`src/rtcss_pkg.sv`:
```
// Package: register map and field layout of the subsecond alarm and pin override block
package rtcss_pkg;
  localparam logic [7:0] RTCSS_PINCFG_OFS = 8'h40; // Tamper and backup pin config
  localparam logic [7:0] RTCSS_ALRMSS_OFS = 8'h44; // Alarm A subsecond match
  localparam logic [7:0] RTCSS_STAT_OFS = 8'h48; // Sticky event status, read only
  localparam logic [7:0] RTCSS_CLR_OFS = 8'h4C; // Event clear, write only
  localparam logic [7:0] RTCSS_IEN_OFS = 8'h50; // Event interrupt enable
  localparam logic [7:0] RTCSS_KEY_OFS = 8'h54; // Write protection key
  localparam int RTCSS_ALR_TYPE_BIT = 18; // Alarm pin type or value
  localparam int RTCSS_ALR_FEN_BIT = 19; // Alarm pin force enable
  localparam int RTCSS_OIN_VAL_BIT = 20; // Osc in pin value
  localparam int RTCSS_OIN_FEN_BIT = 21; // Osc in pin force enable
  localparam int RTCSS_OOUT_VAL_BIT = 22; // Osc out pin value
  localparam int RTCSS_OOUT_FEN_BIT = 23; // Osc out pin force enable
  localparam int RTCSS_SSVAL_LSB = 0; // Subsecond match value
  localparam int RTCSS_SSVAL_W = 15;
  localparam int RTCSS_SSMASK_LSB = 24; // Subsecond mask select
  localparam int RTCSS_SSMASK_W = 4;
  localparam int RTCSS_EV_MATCH = 0; // Subsecond alarm match event
  localparam int RTCSS_EV_REFUSED = 1; // Alarm write refused event
  localparam int RTCSS_EV_W = 2;
  localparam int RTCSS_STAT_UNLOCK_BIT = 8; // Status view of unlock state
  localparam logic [7:0] RTCSS_KEY1 = 8'hCA; // First unlock key
  localparam logic [7:0] RTCSS_KEY2 = 8'h53; // Second unlock key
  localparam logic [5:0] RTCSS_PINCFG_RST = 6'h00; // Pin fields at power-on
  localparam logic [14:0] RTCSS_SSVAL_RST = 15'h0000; // Subsecond at power-on
  localparam logic [3:0] RTCSS_SSMASK_RST = 4'h0; // Mask select at power-on
  typedef enum logic [1:0] {
    RTCSS_LOCKED,
    RTCSS_HALF,
    RTCSS_OPEN
  } rtcss_wp_t;
endpackage

```
`src/rtcss_top.sv`:
```
// Subsecond alarm A compare, pin override and their register slave
//
// The Avalon-MM slave port was decided locally.
`timescale 1ns/10ps
`default_nettype none
// What this block does
// - Alarm output: type bit picks drain or push-pull
// - Forced alarm pin driven with type bit level
// - Alarm output and force off: port logic owns pin
// - Osc off, force on: osc-in driven value
// - Osc-in force off: port logic owns pin
// - Osc-out force off: port logic owns pin
// - Alarm writes only when disabled or initialising
// - Alarm writes need write protection unlocked
// - Power-on reset clears alarm register
// - Compare low bits with synchronous counter
// - Mask zero: alarm on each second step
// - Mask 1..14 compares lowest n bits
// - Mask fifteen compares all fifteen bits
// - Counter overflow bit never compared
module rtcss_top (
  input wire logic ref_clk_i, // Kernel clock, 50 MHz
  input wire logic rst_i, // Power-on reset, async, high
  input wire logic [7:0] avs_address_i, // Byte address
  input wire logic avs_read_i, // Read request
  input wire logic avs_write_i, // Write request
  input wire logic [31:0] avs_writedata_i, // Write data
  input wire logic [3:0] avs_byteenable_i, // Byte lanes
  output logic [31:0] avs_readdata_o, // Read data
  output logic avs_waitrequest_o, // Stall, high until answered
  input wire logic alarm_a_enable_i, // Alarm A enabled
  input wire logic init_mode_i, // Calendar in init mode
  input wire logic osc_enable_i, // Low speed ext osc on
  input wire logic alarm_out_req_i, // Pin carries alarm output
  input wire logic alarm_out_level_i, // Alarm output level
  input wire logic [15:0] sync_prescaler_i, // Sync counter, bit 15 overflow
  input wire logic second_tick_i, // Seconds count stepped
  output logic ss_match_o, // Subsecond match pulse
  output logic irq_o, // Level interrupt
  output logic alarm_pin_out_o, // Alarm pin level
  output logic alarm_pin_oe_n_o, // Alarm pin drive, low drives
  output logic alarm_pin_own_o, // Block owns alarm pin
  output logic osc_in_pin_out_o, // Osc in pin level
  output logic osc_in_pin_oe_n_o, // Osc in pin drive, low drives
  output logic osc_in_pin_own_o, // Block owns osc in pin
  output logic osc_out_pin_out_o, // Osc out pin level
  output logic osc_out_pin_oe_n_o, // Osc out pin drive, low drives
  output logic osc_out_pin_own_o // Block owns osc out pin
);
  import rtcss_pkg::*;

  // Bits taking part in the compare for a mask select code
  function automatic logic [14:0] cmp_mask(input logic [3:0] sel);
    logic [14:0] m;
    m = 15'h0000;
    for (int i = 0; i < RTCSS_SSVAL_W; i++) begin
      if (i < int'(sel)) begin
        m[i] = 1'b1;
      end
    end
    return m;
  endfunction

  // Write completing at one register offset on the lane that holds its field
  function automatic logic wr_hit(input logic go, input logic [7:0] adr,
                                  input logic [7:0] ofs, input logic lane);
    return go && (adr == ofs) && lane;
  endfunction

  logic wait_r; // Waitrequest flop
  logic [31:0] rdata_r; // Read data flop
  logic [5:0] pincfg_r; // Pin fields, bits 23:18
  logic [14:0] ssval_r; // Subsecond match value
  logic [3:0] ssmask_r; // Mask select
  logic [1:0] stat_r; // Sticky events
  logic [1:0] ien_r; // Event enables
  rtcss_wp_t wp_r; // Protection state
  logic match_r; // Previous compare result
  logic ss_match_r; // Match pulse flop
  logic irq_r; // Interrupt flop
  logic alr_out_r, alr_oe_n_r, alr_own_r; // Alarm pin flops
  logic oin_out_r, oin_oe_n_r, oin_own_r; // Osc in flops
  logic oout_out_r, oout_oe_n_r, oout_own_r; // Osc out flops

  // Bus access completes on the edge where waitrequest is low
  logic wr_go, rd_go, ss_wr, ss_ok, match_now, ev_refused;
  logic [1:0] ev_set, ev_clr;
  logic [14:0] diff;
  assign wr_go = avs_write_i & ~wait_r;
  assign rd_go = avs_read_i & wait_r;
  assign ss_wr = wr_hit(wr_go, avs_address_i, RTCSS_ALRMSS_OFS, 1'b1);
  // Writable only unlocked and with alarm idle or in init
  assign ss_ok = (wp_r == RTCSS_OPEN) && (!alarm_a_enable_i || init_mode_i);
  assign ev_refused = ss_wr & ~ss_ok;
  // Only low 15 bits of counter enter the compare
  // A shift can leave bit 15 set; it must never block the alarm
  assign diff = sync_prescaler_i[14:0] ^ ssval_r;
  assign match_now = ((diff & cmp_mask(ssmask_r)) == 15'h0000);

  // One wait cycle per access keeps timing fixed
  always_ff @(posedge ref_clk_i or posedge rst_i) begin
    if (rst_i) begin
      wait_r <= 1'b1;
    end else begin
      wait_r <= ~((avs_read_i | avs_write_i) & wait_r);
    end
  end

  // Read mux, loaded in the wait cycle so data stand at completion
  always_ff @(posedge ref_clk_i or posedge rst_i) begin
    if (rst_i) begin
      rdata_r <= 32'h0000_0000;
    end else if (rd_go) begin
      rdata_r <= 32'h0000_0000;
      unique case (avs_address_i)
        RTCSS_PINCFG_OFS: begin
          rdata_r[RTCSS_OOUT_FEN_BIT:RTCSS_ALR_TYPE_BIT] <= pincfg_r;
        end
        RTCSS_ALRMSS_OFS: begin
          rdata_r[RTCSS_SSVAL_LSB +: RTCSS_SSVAL_W] <= ssval_r;
          rdata_r[RTCSS_SSMASK_LSB +: RTCSS_SSMASK_W] <= ssmask_r;
        end
        RTCSS_STAT_OFS: begin
          rdata_r[RTCSS_EV_W-1:0] <= stat_r;
          rdata_r[RTCSS_STAT_UNLOCK_BIT] <= (wp_r == RTCSS_OPEN);
        end
        RTCSS_IEN_OFS: begin
          rdata_r[RTCSS_EV_W-1:0] <= ien_r;
        end
        default: begin
          // Unmapped and write-only read as zero
          rdata_r <= 32'h0000_0000;
        end
      endcase
    end
  end

  // Pin override fields, lane 2
  always_ff @(posedge ref_clk_i or posedge rst_i) begin
    if (rst_i) begin
      pincfg_r <= RTCSS_PINCFG_RST;
    end else if (wr_hit(wr_go, avs_address_i, RTCSS_PINCFG_OFS, avs_byteenable_i[2])) begin
      pincfg_r <= avs_writedata_i[RTCSS_OOUT_FEN_BIT:RTCSS_ALR_TYPE_BIT];
    end
  end

  // Alarm subsecond register; only power-on reset clears it
  always_ff @(posedge ref_clk_i or posedge rst_i) begin
    if (rst_i) begin
      ssval_r <= RTCSS_SSVAL_RST;
      ssmask_r <= RTCSS_SSMASK_RST;
    end else if (ss_wr && ss_ok) begin
      // Lanes 0 and 1 hold the match value, lane 3 the mask select
      if (avs_byteenable_i[0]) begin
        ssval_r[7:0] <= avs_writedata_i[7:0];
      end
      if (avs_byteenable_i[1]) begin
        ssval_r[14:8] <= avs_writedata_i[14:8];
      end
      if (avs_byteenable_i[3]) begin
        ssmask_r <= avs_writedata_i[RTCSS_SSMASK_LSB +: RTCSS_SSMASK_W];
      end
    end
  end

  // Two-key unlock; any other key write relocks
  always_ff @(posedge ref_clk_i or posedge rst_i) begin
    if (rst_i) begin
      wp_r <= RTCSS_LOCKED;
    end else if (wr_hit(wr_go, avs_address_i, RTCSS_KEY_OFS, avs_byteenable_i[0])) begin
      unique case (wp_r)
        RTCSS_LOCKED: begin
          wp_r <= (avs_writedata_i[7:0] == RTCSS_KEY1) ? RTCSS_HALF : RTCSS_LOCKED;
        end
        RTCSS_HALF: begin
          wp_r <= (avs_writedata_i[7:0] == RTCSS_KEY2) ? RTCSS_OPEN : RTCSS_LOCKED;
        end
        RTCSS_OPEN: begin
          wp_r <= RTCSS_LOCKED;
        end
        default: begin
          wp_r <= RTCSS_LOCKED;
        end
      endcase
    end
  end

  // Match pulse on compare rising, or each second step at mask zero
  always_ff @(posedge ref_clk_i or posedge rst_i) begin
    if (rst_i) begin
      match_r <= 1'b0;
      ss_match_r <= 1'b0;
    end else begin
      match_r <= match_now;
      if (ssmask_r == 4'h0) begin
        ss_match_r <= second_tick_i;
      end else begin
        ss_match_r <= match_now & ~match_r;
      end
    end
  end

  // Sticky events; a set in the clear cycle wins
  assign ev_set = {ev_refused, ss_match_r};
  assign ev_clr = wr_hit(wr_go, avs_address_i, RTCSS_CLR_OFS, avs_byteenable_i[0]) ?
                  avs_writedata_i[1:0] : 2'b00;
  always_ff @(posedge ref_clk_i or posedge rst_i) begin
    if (rst_i) begin
      stat_r <= 2'b00;
    end else begin
      stat_r <= (stat_r & ~ev_clr) | ev_set;
    end
  end

  // Interrupt enables
  always_ff @(posedge ref_clk_i or posedge rst_i) begin
    if (rst_i) begin
      ien_r <= 2'b00;
    end else if (wr_hit(wr_go, avs_address_i, RTCSS_IEN_OFS, avs_byteenable_i[0])) begin
      ien_r <= avs_writedata_i[1:0];
    end
  end

  // Interrupt follows enabled status one cycle late
  always_ff @(posedge ref_clk_i or posedge rst_i) begin
    if (rst_i) begin
      irq_r <= 1'b0;
    end else begin
      irq_r <= |(stat_r & ien_r);
    end
  end

  // Alarm pin: alarm output first, then force, else port logic
  always_ff @(posedge ref_clk_i or posedge rst_i) begin
    if (rst_i) begin
      alr_out_r <= 1'b0;
      alr_oe_n_r <= 1'b1;
      alr_own_r <= 1'b0;
    end else if (alarm_out_req_i) begin
      alr_own_r <= 1'b1;
      if (pincfg_r[0]) begin
        alr_out_r <= alarm_out_level_i;
        alr_oe_n_r <= 1'b0;
      end else begin
        // Open drain: pull low only, release for high
        alr_out_r <= 1'b0;
        alr_oe_n_r <= alarm_out_level_i;
      end
    end else if (pincfg_r[1]) begin
      alr_own_r <= 1'b1;
      alr_out_r <= pincfg_r[0];
      alr_oe_n_r <= 1'b0;
    end else begin
      alr_own_r <= 1'b0;
      alr_out_r <= 1'b0;
      alr_oe_n_r <= 1'b1;
    end
  end

  // Osc in pin forced only while the oscillator is off
  always_ff @(posedge ref_clk_i or posedge rst_i) begin
    if (rst_i) begin
      oin_out_r <= 1'b0;
      oin_oe_n_r <= 1'b1;
      oin_own_r <= 1'b0;
    end else begin
      oin_own_r <= ~osc_enable_i & pincfg_r[3];
      oin_oe_n_r <= ~(~osc_enable_i & pincfg_r[3]);
      oin_out_r <= ~osc_enable_i & pincfg_r[3] & pincfg_r[2];
    end
  end

  // Osc out pin, same scheme as osc in
  always_ff @(posedge ref_clk_i or posedge rst_i) begin
    if (rst_i) begin
      oout_out_r <= 1'b0;
      oout_oe_n_r <= 1'b1;
      oout_own_r <= 1'b0;
    end else begin
      oout_own_r <= ~osc_enable_i & pincfg_r[5];
      oout_oe_n_r <= ~(~osc_enable_i & pincfg_r[5]);
      oout_out_r <= ~osc_enable_i & pincfg_r[5] & pincfg_r[4];
    end
  end

  assign avs_waitrequest_o = wait_r;
  assign avs_readdata_o = rdata_r;
  assign ss_match_o = ss_match_r;
  assign irq_o = irq_r;
  assign alarm_pin_out_o = alr_out_r;
  assign alarm_pin_oe_n_o = alr_oe_n_r;
  assign alarm_pin_own_o = alr_own_r;
  assign osc_in_pin_out_o = oin_out_r;
  assign osc_in_pin_oe_n_o = oin_oe_n_r;
  assign osc_in_pin_own_o = oin_own_r;
  assign osc_out_pin_out_o = oout_out_r;
  assign osc_out_pin_oe_n_o = oout_oe_n_r;
  assign osc_out_pin_own_o = oout_own_r;

  // Checks on the block's own outputs
  chk_write_gate: assert property (@(posedge ref_clk_i) disable iff (rst_i)
    (ss_wr && alarm_a_enable_i && !init_mode_i) |=> $stable(ssval_r) && $stable(ssmask_r))
    else $error("alarm register changed while alarm enabled");
  chk_wp_locked: assert property (@(posedge ref_clk_i) disable iff (rst_i)
    (ss_wr && wp_r != RTCSS_OPEN) |=> $stable(ssval_r) && stat_r[RTCSS_EV_REFUSED])
    else $error("locked alarm write not refused");
  chk_mask_zero: assert property (@(posedge ref_clk_i) disable iff (rst_i)
    (ssmask_r == 4'h0) |=> (ss_match_r == $past(second_tick_i)))
    else $error("mask zero match not on second step");
  chk_match_cause: assert property (@(posedge ref_clk_i) disable iff (rst_i)
    (ss_match_r && $past(ssmask_r) != 4'h0) |->
      ((($past(sync_prescaler_i[14:0]) ^ $past(ssval_r)) & cmp_mask($past(ssmask_r))) == 15'h0)
      && !$past(match_r))
    else $error("match pulse without low bit match");
  chk_full_mask: assert property (@(posedge ref_clk_i) disable iff (rst_i)
    (ssmask_r == 4'hF && sync_prescaler_i[14:0] != ssval_r) |=> !match_r)
    else $error("full mask matched on unequal value");
  chk_bit15_ignored: assert property (@(posedge ref_clk_i) disable iff (rst_i)
    (ssmask_r != 4'h0 && sync_prescaler_i[14:0] == ssval_r && !match_r) |=> ss_match_r)
    else $error("overflow bit blocked the match");
  chk_alarm_drain: assert property (@(posedge ref_clk_i) disable iff (rst_i)
    (alarm_out_req_i && !pincfg_r[0]) |=> (alr_oe_n_r || !alr_out_r) && alr_own_r)
    else $error("open drain alarm drove high");
  chk_alarm_force: assert property (@(posedge ref_clk_i) disable iff (rst_i)
    (!alarm_out_req_i && pincfg_r[1]) |=> !alr_oe_n_r && alr_out_r == $past(pincfg_r[0]))
    else $error("forced alarm pin level wrong");
  chk_alarm_free: assert property (@(posedge ref_clk_i) disable iff (rst_i)
    (!alarm_out_req_i && !pincfg_r[1]) |=> alr_oe_n_r && !alr_own_r)
    else $error("alarm pin not released");
  chk_osc_in_pin: assert property (@(posedge ref_clk_i) disable iff (rst_i)
    (!osc_enable_i && pincfg_r[3]) |=> !oin_oe_n_r && oin_out_r == $past(pincfg_r[2]))
    else $error("osc in pin not forced");
  chk_osc_in_free: assert property (@(posedge ref_clk_i) disable iff (rst_i)
    !pincfg_r[3] |=> oin_oe_n_r && !oin_own_r)
    else $error("osc in pin not released");
  chk_osc_out_pin: assert property (@(posedge ref_clk_i) disable iff (rst_i)
    (!osc_enable_i && pincfg_r[5]) |=> !oout_oe_n_r && oout_out_r == $past(pincfg_r[4]))
    else $error("osc out pin not forced");
  chk_osc_out_free: assert property (@(posedge ref_clk_i) disable iff (rst_i)
    (osc_enable_i || !pincfg_r[5]) |=> oout_oe_n_r && !oout_own_r)
    else $error("osc out pin not released");

  // Bus handshake: exactly one wait cycle, then stalled again
  chk_bus_answer: assert property (@(posedge ref_clk_i) disable iff (rst_i)
    ((avs_read_i || avs_write_i) && wait_r) |=> !wait_r)
    else $error("waitrequest not lowered after request");
  chk_bus_single: assert property (@(posedge ref_clk_i) disable iff (rst_i)
    !wait_r |=> wait_r)
    else $error("waitrequest low for more than one cycle");
  // Accepted writes with all four lanes enabled land whole; refused ones leave an event behind
  chk_accept_write: assert property (@(posedge ref_clk_i) disable iff (rst_i)
    (ss_wr && ss_ok && avs_byteenable_i == 4'hF) |=>
      (ssval_r == $past(avs_writedata_i[RTCSS_SSVAL_LSB +: RTCSS_SSVAL_W]))
      && (ssmask_r == $past(avs_writedata_i[RTCSS_SSMASK_LSB +: RTCSS_SSMASK_W])))
    else $error("accepted alarm write not stored");
  chk_refused_event: assert property (@(posedge ref_clk_i) disable iff (rst_i)
    (ss_wr && !ss_ok) |=> stat_r[RTCSS_EV_REFUSED])
    else $error("refused alarm write left no event");
  // Low bit compare by shifting the unused bits out, not by the mask table
  chk_low_bits: assert property (@(posedge ref_clk_i) disable iff (rst_i)
    (ssmask_r != 4'h0 && !match_r &&
      15'((sync_prescaler_i[14:0] ^ ssval_r) << (4'hF - ssmask_r)) == 15'h0000) |=> ss_match_r)
    else $error("masked low bit match gave no pulse");
  // Sticky status and the level interrupt behind it
  chk_sticky_hold: assert property (@(posedge ref_clk_i) disable iff (rst_i)
    (stat_r[RTCSS_EV_MATCH] && !ev_clr[RTCSS_EV_MATCH]) |=> stat_r[RTCSS_EV_MATCH])
    else $error("match status lost without a clear");
  chk_irq_level: assert property (@(posedge ref_clk_i) disable iff (rst_i)
    (|(stat_r & ien_r)) |=> irq_r)
    else $error("interrupt low with an enabled event");
  // Pin drive while the alarm or the oscillator owns the pin
  chk_alarm_push: assert property (@(posedge ref_clk_i) disable iff (rst_i)
    (alarm_out_req_i && pincfg_r[0]) |=> !alr_oe_n_r && alr_out_r == $past(alarm_out_level_i))
    else $error("push pull alarm level wrong");
  chk_osc_in_on: assert property (@(posedge ref_clk_i) disable iff (rst_i)
    osc_enable_i |=> oin_oe_n_r && !oin_own_r)
    else $error("osc in pin driven while oscillator on");
endmodule // rtcss_top
`default_nettype wire

```
`config.mk`:
```
export PLATFORM = sky130hd
export DESIGN_NAME = rtcss_top
export DESIGN_NICKNAME = d
export VERILOG_FILES = /design/src/rtcss_pkg.sv /design/src/rtcss_top.sv
export SDC_FILE = /design/constraint.sdc
export NUM_CORES = 1
export LEC_CHECK = 0
export ABC_AREA = 1
export BUFFER_PORTS_ARGS = -buffer_cell sky130_fd_sc_hd__buf_4
export CORE_MARGIN = 2
export CORE_UTILIZATION = 55
export CTS_CLUSTER_SIZE = 25
export DETAILED_ROUTE_END_ITERATION = 8
export GPL_ROUTABILITY_DRIVEN = 0
export PLACE_DENSITY = 0.9
export SLEW_MARGIN = 10
export SYNTH_ARGS = -nofsm -noshare
export SYNTH_HDL_FRONTEND = slang
export SYNTH_SLANG_ARGS = --single-unit
```
`constraint.sdc`:
```
create_clock -name ref_clk_i -period 3.24 [get_ports ref_clk_i]
set_input_delay 0.162 -clock ref_clk_i [delete_from_list [all_inputs] [get_ports ref_clk_i]]
set_output_delay 0.162 -clock ref_clk_i [all_outputs]
set_load 0.005 [all_outputs]
```
# After elaboration in Yosys (flattened, before gate mapping)

Cells that the tools add are included.

Flip-flop bits (word level): 69
Bits in latches: 0
Bits in writable memories: 0
Memory bits (read-only): 0
Bits of input ports: 70
Memories: 0

$add $sub $neg: 0
$mul: 0
Divide/modulo/power cells: 0
Magnitude comparators: 15
Equality and inequality tests: 10
Shift-type cells: 0
Muxes and demuxes: 34
Bitwise gates (word level): 23
Reduce and logical (&&, ||, !) cells: 20

Operators by type and width:

| cell                                                                         | number |
|---|---|
| 8-bit by 7-bit == test with 1-bit output (second input constant)             | 7 |
| 4-bit less-than comparator (first input constant)                            | 7 |
| 1-bit two-way mux                                                            | 25 |
| 6-bit two-way mux                                                            | 3 |
| 3-bit by 4-bit less-than comparator with 1-bit output (first input constant) | 4 |
| 15-bit AND                                                                   | 1 |
| 15-bit logical NOT                                                           | 1 |
| 15-bit bitwise XOR                                                           | 1 |
| 1-bit logical AND                                                            | 11 |
| 1-bit AND                                                                    | 9 |
| 8-bit == test (second input constant)                                        | 1 |
| 1-bit by 4-bit less-than comparator with 1-bit output (first input constant) | 2 |
| 2-bit by 4-bit less-than comparator with 1-bit output (first input constant) | 2 |
| 1-bit NOT                                                                    | 7 |
| 2-bit one-hot mux with 3 select lines                                        | 1 |
| 2-bit AND reduction                                                          | 3 |
| 2-bit AND                                                                    | 2 |
| 4-bit logical NOT                                                            | 1 |
| 2-bit two-way mux                                                            | 2 |
| 4-bit two-way mux                                                            | 1 |
| 2-bit one-hot mux with 2 select lines                                        | 1 |
| 2-bit by 1-bit == test with 1-bit output (second input constant)             | 1 |
| 2-bit == test (second input constant)                                        | 1 |
| 2-bit logical NOT                                                            | 1 |
| 7 further kinds                                                              | 7 |

# Depth between registers and ports, before layout

Gate-level depths: netlist (run 1).

Depth after elaboration: 8
Gate-level depth with buffers: 11
Gate-level depth less buffers: 10

# Least setup slack after synthesis (run 1)

Ideal clock, no wire load.

Kind: flip-flop to flip-flop
Start point: register wp_r[0]
End point: register ssval_r[3]
Library setup time: 118 ps
Arrival time: 1167 ps
Setup slack: 1955 ps
Cell stages (with the launch flop): 8
Period minus slack after synthesis: 1285 ps
Cells stage by stage: dfrtp_1 > inv_1 > nand2_1 > a21oi_2 > nand3_4 > buf_6 > nand2_2 > o21ai_2

Cells in the longest elaborated chain, start to end: 4

RTL lines:

| item                                 | line             | RTL |
|---|---|---|
| start, declared                      | rtcss_top.sv:77  | `rtcss_wp_t wp_r;` |
| start signal, assigned               | rtcss_top.sv:173 | `wp_r <= (avs_writedata_i[7:0] == RTCSS_KEY1) ? RTCSS_HALF : RTCSS_LOCKED;` |
| start signal, assigned               | rtcss_top.sv:176 | `wp_r <= (avs_writedata_i[7:0] == RTCSS_KEY2) ? RTCSS_OPEN : RTCSS_LOCKED;` |
| 2-bit == test                        | rtcss_top.sv:93  | `assign ss_ok = (wp_r == RTCSS_OPEN) && (!alarm_a_enable_i \|\| init_mode_i);` |
| 1-bit logical AND                    | rtcss_top.sv:93  |  |
| 1-bit logical AND                    | rtcss_top.sv:152 | `end else if (ss_wr && ss_ok) begin` |
| 2-bit AND reduction (no source line) | n/a              |  |
| end signal, assigned                 | rtcss_top.sv:155 | `ssval_r[7:0] <= avs_writedata_i[7:0];` |
| end, declared                        | rtcss_top.sv:73  | `logic [14:0] ssval_r;` |

Every way passes these cells.
A chain may end at the register's enable or synchronous reset.

# Worst setup path in the final report (run 1)

Start point: input port avs_read_i
End point: register rdata_r[12] (netlist: avs_readdata_o[12])

Cells in the longest elaborated chain, start to end: 1

RTL lines:

| item                          | line             | RTL |
|---|---|---|
| start, declared               | rtcss_top.sv:25  | `input wire logic avs_read_i,` |
| 1-bit AND                     | rtcss_top.sv:90  | `assign rd_go = avs_read_i & wait_r;` |
| end signal, assigned by index | rtcss_top.sv:117 | `rdata_r[RTCSS_OOUT_FEN_BIT:RTCSS_ALR_TYPE_BIT] <= pincfg_r;` |
| end signal, assigned by index | rtcss_top.sv:120 | `rdata_r[RTCSS_SSVAL_LSB +: RTCSS_SSVAL_W] <= ssval_r;` |
| end signal, assigned by index | rtcss_top.sv:121 | `rdata_r[RTCSS_SSMASK_LSB +: RTCSS_SSMASK_W] <= ssmask_r;` |
| end, declared                 | rtcss_top.sv:71  | `logic [31:0] rdata_r;` |

Every way passes these cells.

==> results of run 1 <==
layout make-up:
type                       count  share of cell area [%]
sequential                    69                    39.2
timing repair buffer         102                    17.5
tap                           75                    2.12
clock inverter                 3                   0.453
clock buffer                  13                    3.60
inverter                      80                    6.80
multi-input combinational    271                    30.4
per-stage QoR:
step                      instances  setup WS [ns]
after floorplan                 436           1.34
after global placement          595           1.41
after detailed placement        595           1.35
after CTS                       613           1.25
after global routing            613           1.06
final                           613           1.24
logic make-up (layout without fill, tap and decap cells):
kind of cell | after synthesis | count (layout)
and+or+nand+nor | 204 | 204
buffers and inverters | 96 | 198
DFF | 69 | 69
AOI/OAI and AO/OA | 59 | 59
other | 1 | 7
xor gates and xnor gates | 1 | 1
layer usage:
metal  track usage, %  up-vias
li1                 -     1529
met5                0        -
met1             31.2     1433
met4             9.39        0
met2             40.2      133
met3             4.67       16
how the worst max path moves through the flow:
stage | startpoint | endpoint | slack [ns]
final | avs_read_i | avs_readdata_o[12]$_DFFE_PP0P_ | 1.24
after global routing | avs_read_i | avs_readdata_o[12]$_DFFE_PP0P_ | 1.06
after detailed placement | avs_waitrequest_o$_DFF_PP1_ | avs_readdata_o[12]$_DFFE_PP0P_ | 1.35
after global placement | avs_waitrequest_o$_DFF_PP1_ | avs_readdata_o[19]$_DFFE_PP0P_ | 1.41
after floorplan | rst_i | alarm_pin_out_o$_DFF_PP0_ | 1.34
after CTS | avs_read_i | avs_readdata_o[12]$_DFFE_PP0P_ | 1.25
power breakdown:
part           leakage, nW  total (W)  internal [W]  switching (W)
Clock               0.0857   0.000633      0.000319       0.000314
Sequential           0.933   0.000877      0.000871     0.00000534
Combinational         1.34   0.000163     0.0000747      0.0000886
Total                 2.35    0.00167       0.00127       0.000408
flip-flops by register name, indices dropped and copies added, names as in the netlist:
signal	flops
avs_readdata_o	25
ssval_r	15
osc_in_pin_own_o	1
match_r	1
alarm_pin_own_o	1
osc_out_pin_out_o	1
alarm_pin_oe_n_o	1
wp_r	2
stat_r	2
osc_out_pin_oe_n_o	1
ss_match_o	1
irq_o	1
pincfg_r	6
avs_waitrequest_o	1
ien_r	2
alarm_pin_out_o	1
osc_out_pin_own_o	1
osc_in_pin_out_o	1
osc_in_pin_oe_n_o	1
ssmask_r	4
cell usage in the layout (no fill, tap or decap), types with 7 or more instances in the layout:
| master | Yosys | layout |
|---|---|---|
| nand2_1 | 138 | 138 |
| buf_4 | 7 | 100 |
| inv_1 | 77 | 76 |
| dfrtp_1 | 65 | 65 |
| nor2_1 | 29 | 29 |
| o31ai_1 | 20 | 20 |
| o21ai_0 | 19 | 19 |
| nand3_1 | 16 | 16 |
| o21ai_2 | 15 | 15 |
| clkbuf_8 | 0 | 11 |
| conb_1 | 1 | 7 |
repair_timing:
item                      4_1_cts  5_1_grt
resized for setup               0        0
hold endpoints to repair        3        0
hold buffers                    2        0
setup buffers                   0        0
==> impl_metrics.ini, run 1 <==
[power]
p_leak_nw = 2.35
ir_worst_vdd_mv = 0.245
p_per_area_nw_per_um2 = 379
p_total_w = 0.00167

[flow_run]
cap_violations = 0

[detailed_routing]
ant_nets = 0
post_drt_wl_per_cell_um = 13.2
post_drt_via_cell_ratio = 5.08
wl_met2_mm = 3.98
vias = 3111
drc = 0
m1WireLength_mm = 3.40
met3_length_um = 524
dr.pass1.iters = 4
drtIter0Drc = 245
totalWireLength_mm = 8.07
routed.top_layer = met4

[logic_synthesis]
synth_top_area_share_pct = 47.1
synth_cells = 430
synth-xor-area-share_pct = 0.254
ys_ff_latch = 69
synth.most_common_cell = nand2_1
synthMuxAreaShare_pct = 0
synth-main-ff-cell = dfrtp_1
synth_area_um2 = 3450
synth_area_leader_cell = dfrtp_1
synthAdderAreaFrac_pct = 0
yosys-top-cells-area = dfrtp_1 (47%), nand2_1 (15%), inv_1 (8.4%), o31ai_1 (4.3%), o21ai_2 (3.8%)
yosys-top-cells-count = nand2_1 (138), inv_1 (77), dfrtp_1 (65), nor2_1 (29), o31ai_1 (20)
synth_edf_count = 0
synth_compound_area_share_pct = 12.0
synth_warnings = 0
synth-async-reset-ratio_pct = 100
synth.avg_cell_area_um2 = 8.03
yosysSeqAreaShare_pct = 50.1
synth_cell_types = 34
synth_top_family_by_area = simple AND/OR/NAND/NOR gates
yosys.area_share.simple_pct = 25.9

[final_layout]
drive_gt1_share_pct = 27.3
n_antenna_cell = 0
multiInputGateArea_um2 = 1340
design_area_um2 = 4420
nets = 603
seqCellArea_um2 = 1730
nFillCells = 466
final_util_pct = 73.7
area_growth_pct = 27.9

[sta]
fmax_mhz = 500
timing.hold.ws_ns = 0.00811
setup-tns-final_ns = 0
rsz0062_at_grt = false
slew_violations = 0
finalCriticalPeriod_ns = 2.00
finClkSkew_ns = 0.00489
worst_pin_slew_ns = 0.870
setup_viol = 0
relSlewSlack_pct = 41.9
post-route-period-util_pct = 61.7
hold_violations = 0

[critical_path]
r2r-end = avs_readdata_o[12]$_DFFE_PP0P_
critPathArrivalTime_ns = 2.22
cp_cell_sequence = dlygate4sd3_1 > buf_4 > nand2_1 > buf_4 > clkinv_1 > nand2_1 > o21ai_0
crit_path_top_delay_cell = dlygate4sd3_1
critical_path.reg2reg.startpoint = avs_waitrequest_o$_DFF_PP1_
reg2reg_slack_ns = 1.34
critical_path_class = input pin to flop
max_stage_delay_ns = 0.53
cp.depth = 7
crit_path_end_kind = flop
cp_max_fo = 22
start_kind = input pin
critPathBufInv = 4
ff2ff_path_depth = 5
crit_family = buffers and inverters
required_ns = 3.46

[die]
placementRows = 28
coreArea_um2 = 5990
initial_core_util_pct = 57.7
ios = 114
fp.dieW_um = 83.3
die_h_um = 83.3
die_area_um2 = 6930

[place]
hpwl_mm = 6.21
portBuffers = 98
placed_area_um2 = 4220

[clock_network]
cts_tree = done
cts_sinks = 69
h-tree-depth = 3
path_clk_slew_ns = 0.07
cts_buffer_depth = 2
clk_root_buffer_cell = clkbuf_8
clock_latency_ns = 0.34
cts_buffers = 9

[worst_hold_path]
min_path_type = input pin to asynchronous set/reset pin

[global_routing]
grt_usage_pct = 24.1
gr-total-overflow = 0
grt_max_degree = 44
grt_pass1_wl_mm = 13.4
grt_pass1_vias = 3000
antenna_found_initial = 0

[status]
status = complete, no violations
Note: power is estimated with default switching activity, not from simulation.
==> run 2: changes to the inputs <==
- ABC_AREA: 1 -> 0
- CORE_UTILIZATION: 55 -> 44
- PLACE_DENSITY: 0.9 -> 0.79
- clock period: 3.24 -> 1.6 ns (I/O delays scaled with it)
==> run 2 against run 1 <==
Compared with the run above:
- routed wire length fell by 1.4%
- die area grew 11%
- first-iteration DRC count fell by 32%
- non-clock buffer count grew 61
- combinational power is 120% higher
- worst setup slack worse by 1.4 ns
- global-route usage decreased by 3.0 points
- the flow now finishes with violations (negative setup slack)
- utilization decreased by 3.5 points
- via count fell by 15%
- hold slack better by 0.0085 ns
- largest power group unchanged
==> impl_metrics.ini, run 2 <==
[status]
status = finished, violations left
violations = negative setup slack

[final_layout]
instances_no_fill = 514
n_antenna_cell = 0
largest_reg_flops = 25
nets = 483
drive_gt1_share_pct = 49.5
nFillCells = 493
seqCellArea_um2 = 1740
area_growth_pct = 54.0
final_common_cell = buf_4
final_cell_mix = buf_4 (127), dfrtp_1 (61), dlygate4sd3_1 (29), mux2_2 (27), a22o_1 (25)
multiInputGateArea_um2 = 1330
final_util_pct = 70.2

[sta]
finClkSkew_ns = 0.0103
timing.hold.ws_ns = 0.0166
fmax_mhz = 562
slew_violations = 0
finalCriticalPeriod_ns = 1.78
rsz0062_at_grt = true
worst_slack_ns = -0.178
setup_viol = 2
post-route-period-util_pct = 111
setup-tns-final_ns = -0.236
hold_violations = 0

[logic_synthesis]
synth-async-reset-ratio_pct = 100
synth_warnings = 0
synth_top_area_share_pct = 52.5
synth_edf_count = 0
synth_area_leader_cell = dfrtp_1
yosysSeqAreaShare_pct = 55.9
synth_area_um2 = 3100
synth_cells = 250
synth-main-ff-cell = dfrtp_1
synth_cell_types = 49
yosys-top-cells-count = dfrtp_1 (65), mux2_2 (27), a22o_1 (25), nand2_1 (15), nor2_1 (11)
yosys-top-cells-area = dfrtp_1 (53%), mux2_2 (9.8%), a22o_1 (7.1%), dfstp_2 (3.4%), xnor2_1 (2.5%)
ys_ff_latch = 69
synth.most_common_cell = dfrtp_1
synth.avg_cell_area_um2 = 12.4

[critical_path]
cp_max_fo = 5
critical_path.reg2reg.startpoint = ssmask_r[0]$_DFFE_PP0P_
start_kind = flop
critPathArrivalTime_ns = 2.05
required_ns = 1.87
ff2ff_path_depth = 5
r2r-end = ss_match_o$_DFF_PP0_
crit_start = ssmask_r[0]$_DFFE_PP0P_
critical_path_class = flop to flop
cp_cell_sequence = buf_6 > o41ai_2 > o211ai_1 > a2111oi_4 > a22o_1
crit_path_top_delay_cell = dfrtp_2
max_stage_delay_ns = 0.45
reg2reg_slack_ns = -0.18
crit_path_end_kind = flop

[detailed_routing]
drc = 0
dr.pass1.iters = 4
totalWireLength_mm = 7.96
post_drt_wl_per_cell_um = 15.5
ant_nets = 0
post_drt_via_cell_ratio = 5.14
vias = 2643
drtIter0Drc = 167

[worst_hold_path]
min_path_type = input pin to flop
hold_path_end = ssval_r[7]$_DFFE_PP0P_
worstHoldPathCells = 2
hp-start = avs_writedata_i[7]

[clock_network]
cts_tree = done
h-tree-depth = 3
path_clk_slew_ns = 0.08
cts_sinks = 69
cts_buffer_depth = 2
clk_root_buffer_cell = clkbuf_8
clock_latency_ns = 0.33
cts_buffers = 9

[place]
hpwl_mm = 5.46
dp_cells = 459
portBuffers = 98

[global_routing]
gr-total-overflow = 0
grt_pass1_vias = 2637
grt_max_degree = 43
grt_pass1_wl_mm = 12.5
antenna_found_initial = 0
grt_usage_pct = 21.1

[die]
ios = 114
die_h_um = 87.9
die_area_um2 = 7720
coreArea_um2 = 6790
initial_core_util_pct = 45.6
fp.dieW_um = 87.9
placementRows = 30

[power]
p_leak_nw = 2.37
p_total_w = 0.00353
ir_worst_vdd_mv = 0.494
p_per_area_nw_per_um2 = 740

[flow_run]
cap_violations = 0
run 2: power breakdown:
part           leakage, nW  switching (W)  internal [W]
registers            0.928     0.00000837       0.00176
logic                 1.34       0.000157      0.000206
clock network       0.0996       0.000676      0.000725
run 2: cell families (layout without fill, tap and decap cells):
family          Yosys count  count (layout)  synth area share, %
flops                    69              69                 55.9
compound gates           58              58                 14.6
simple gates             57              57                 10.9
mux                      27              27                 9.82
buf+inv                  23             185                 4.32
xor+xnor                 15              15                 4.24
other cells               1               7                0.121
run 2: layout make-up:
type,count,share of cell area [%]
timing repair buffer,163,28.5
tap,96,2.52
clock inverter,7,1.55
sequential,69,36.4
inverter,6,0.551
clock buffer,9,2.60
multi-input combinational,164,27.9
run 2: critical path, delay by kind of cell, from the launching register on:
family | cells | cell delay [ns]
compound gates | 4 | 1.13
flops | 1 | 0.45
buf+inv | 1 | 0.14
run 2: worst max path at each step:
stage,cells after the start,to
floorplan,5,ss_match_o$_DFF_PP0_
global placement,5,ss_match_o$_DFF_PP0_
detailed placement,5,ss_match_o$_DFF_PP0_
CTS,5,ss_match_o$_DFF_PP0_
global route,5,ss_match_o$_DFF_PP0_
finish,5,ss_match_o$_DFF_PP0_
run 2: timing repair:
action	4_1_cts	5_1_grt
hold buffers	29	0
resized for setup	8	12
setup endpoints to repair	15	15
buffers inserted	6	4
endpoints found under the hold margin	94	0
pin swaps	5	7
cloned	0	0
run 2: routing by layer:
| metal | wire (um) | global-route usage [%] | share of wire, % |
|---|---|---|---|
| met4 | 135 | 7.83 | 1.7 |
| met2 | 4000 | 35.7 | 50 |
| met1 | 3410 | 27.0 | 43 |
| met5 | 0 | 0 | 0 |
| met3 | 409 | 4.24 | 5.1 |
run 2: per-stage QoR:
step | cell area, um2 | worst slack [ns]
CTS | 4700 | -0.131
detailed placement | 4130 | -0.139
floorplan | 3160 | 0.00463
finish | 4770 | -0.178
global placement | 4130 | -0.0766
global route | 4770 | -0.229
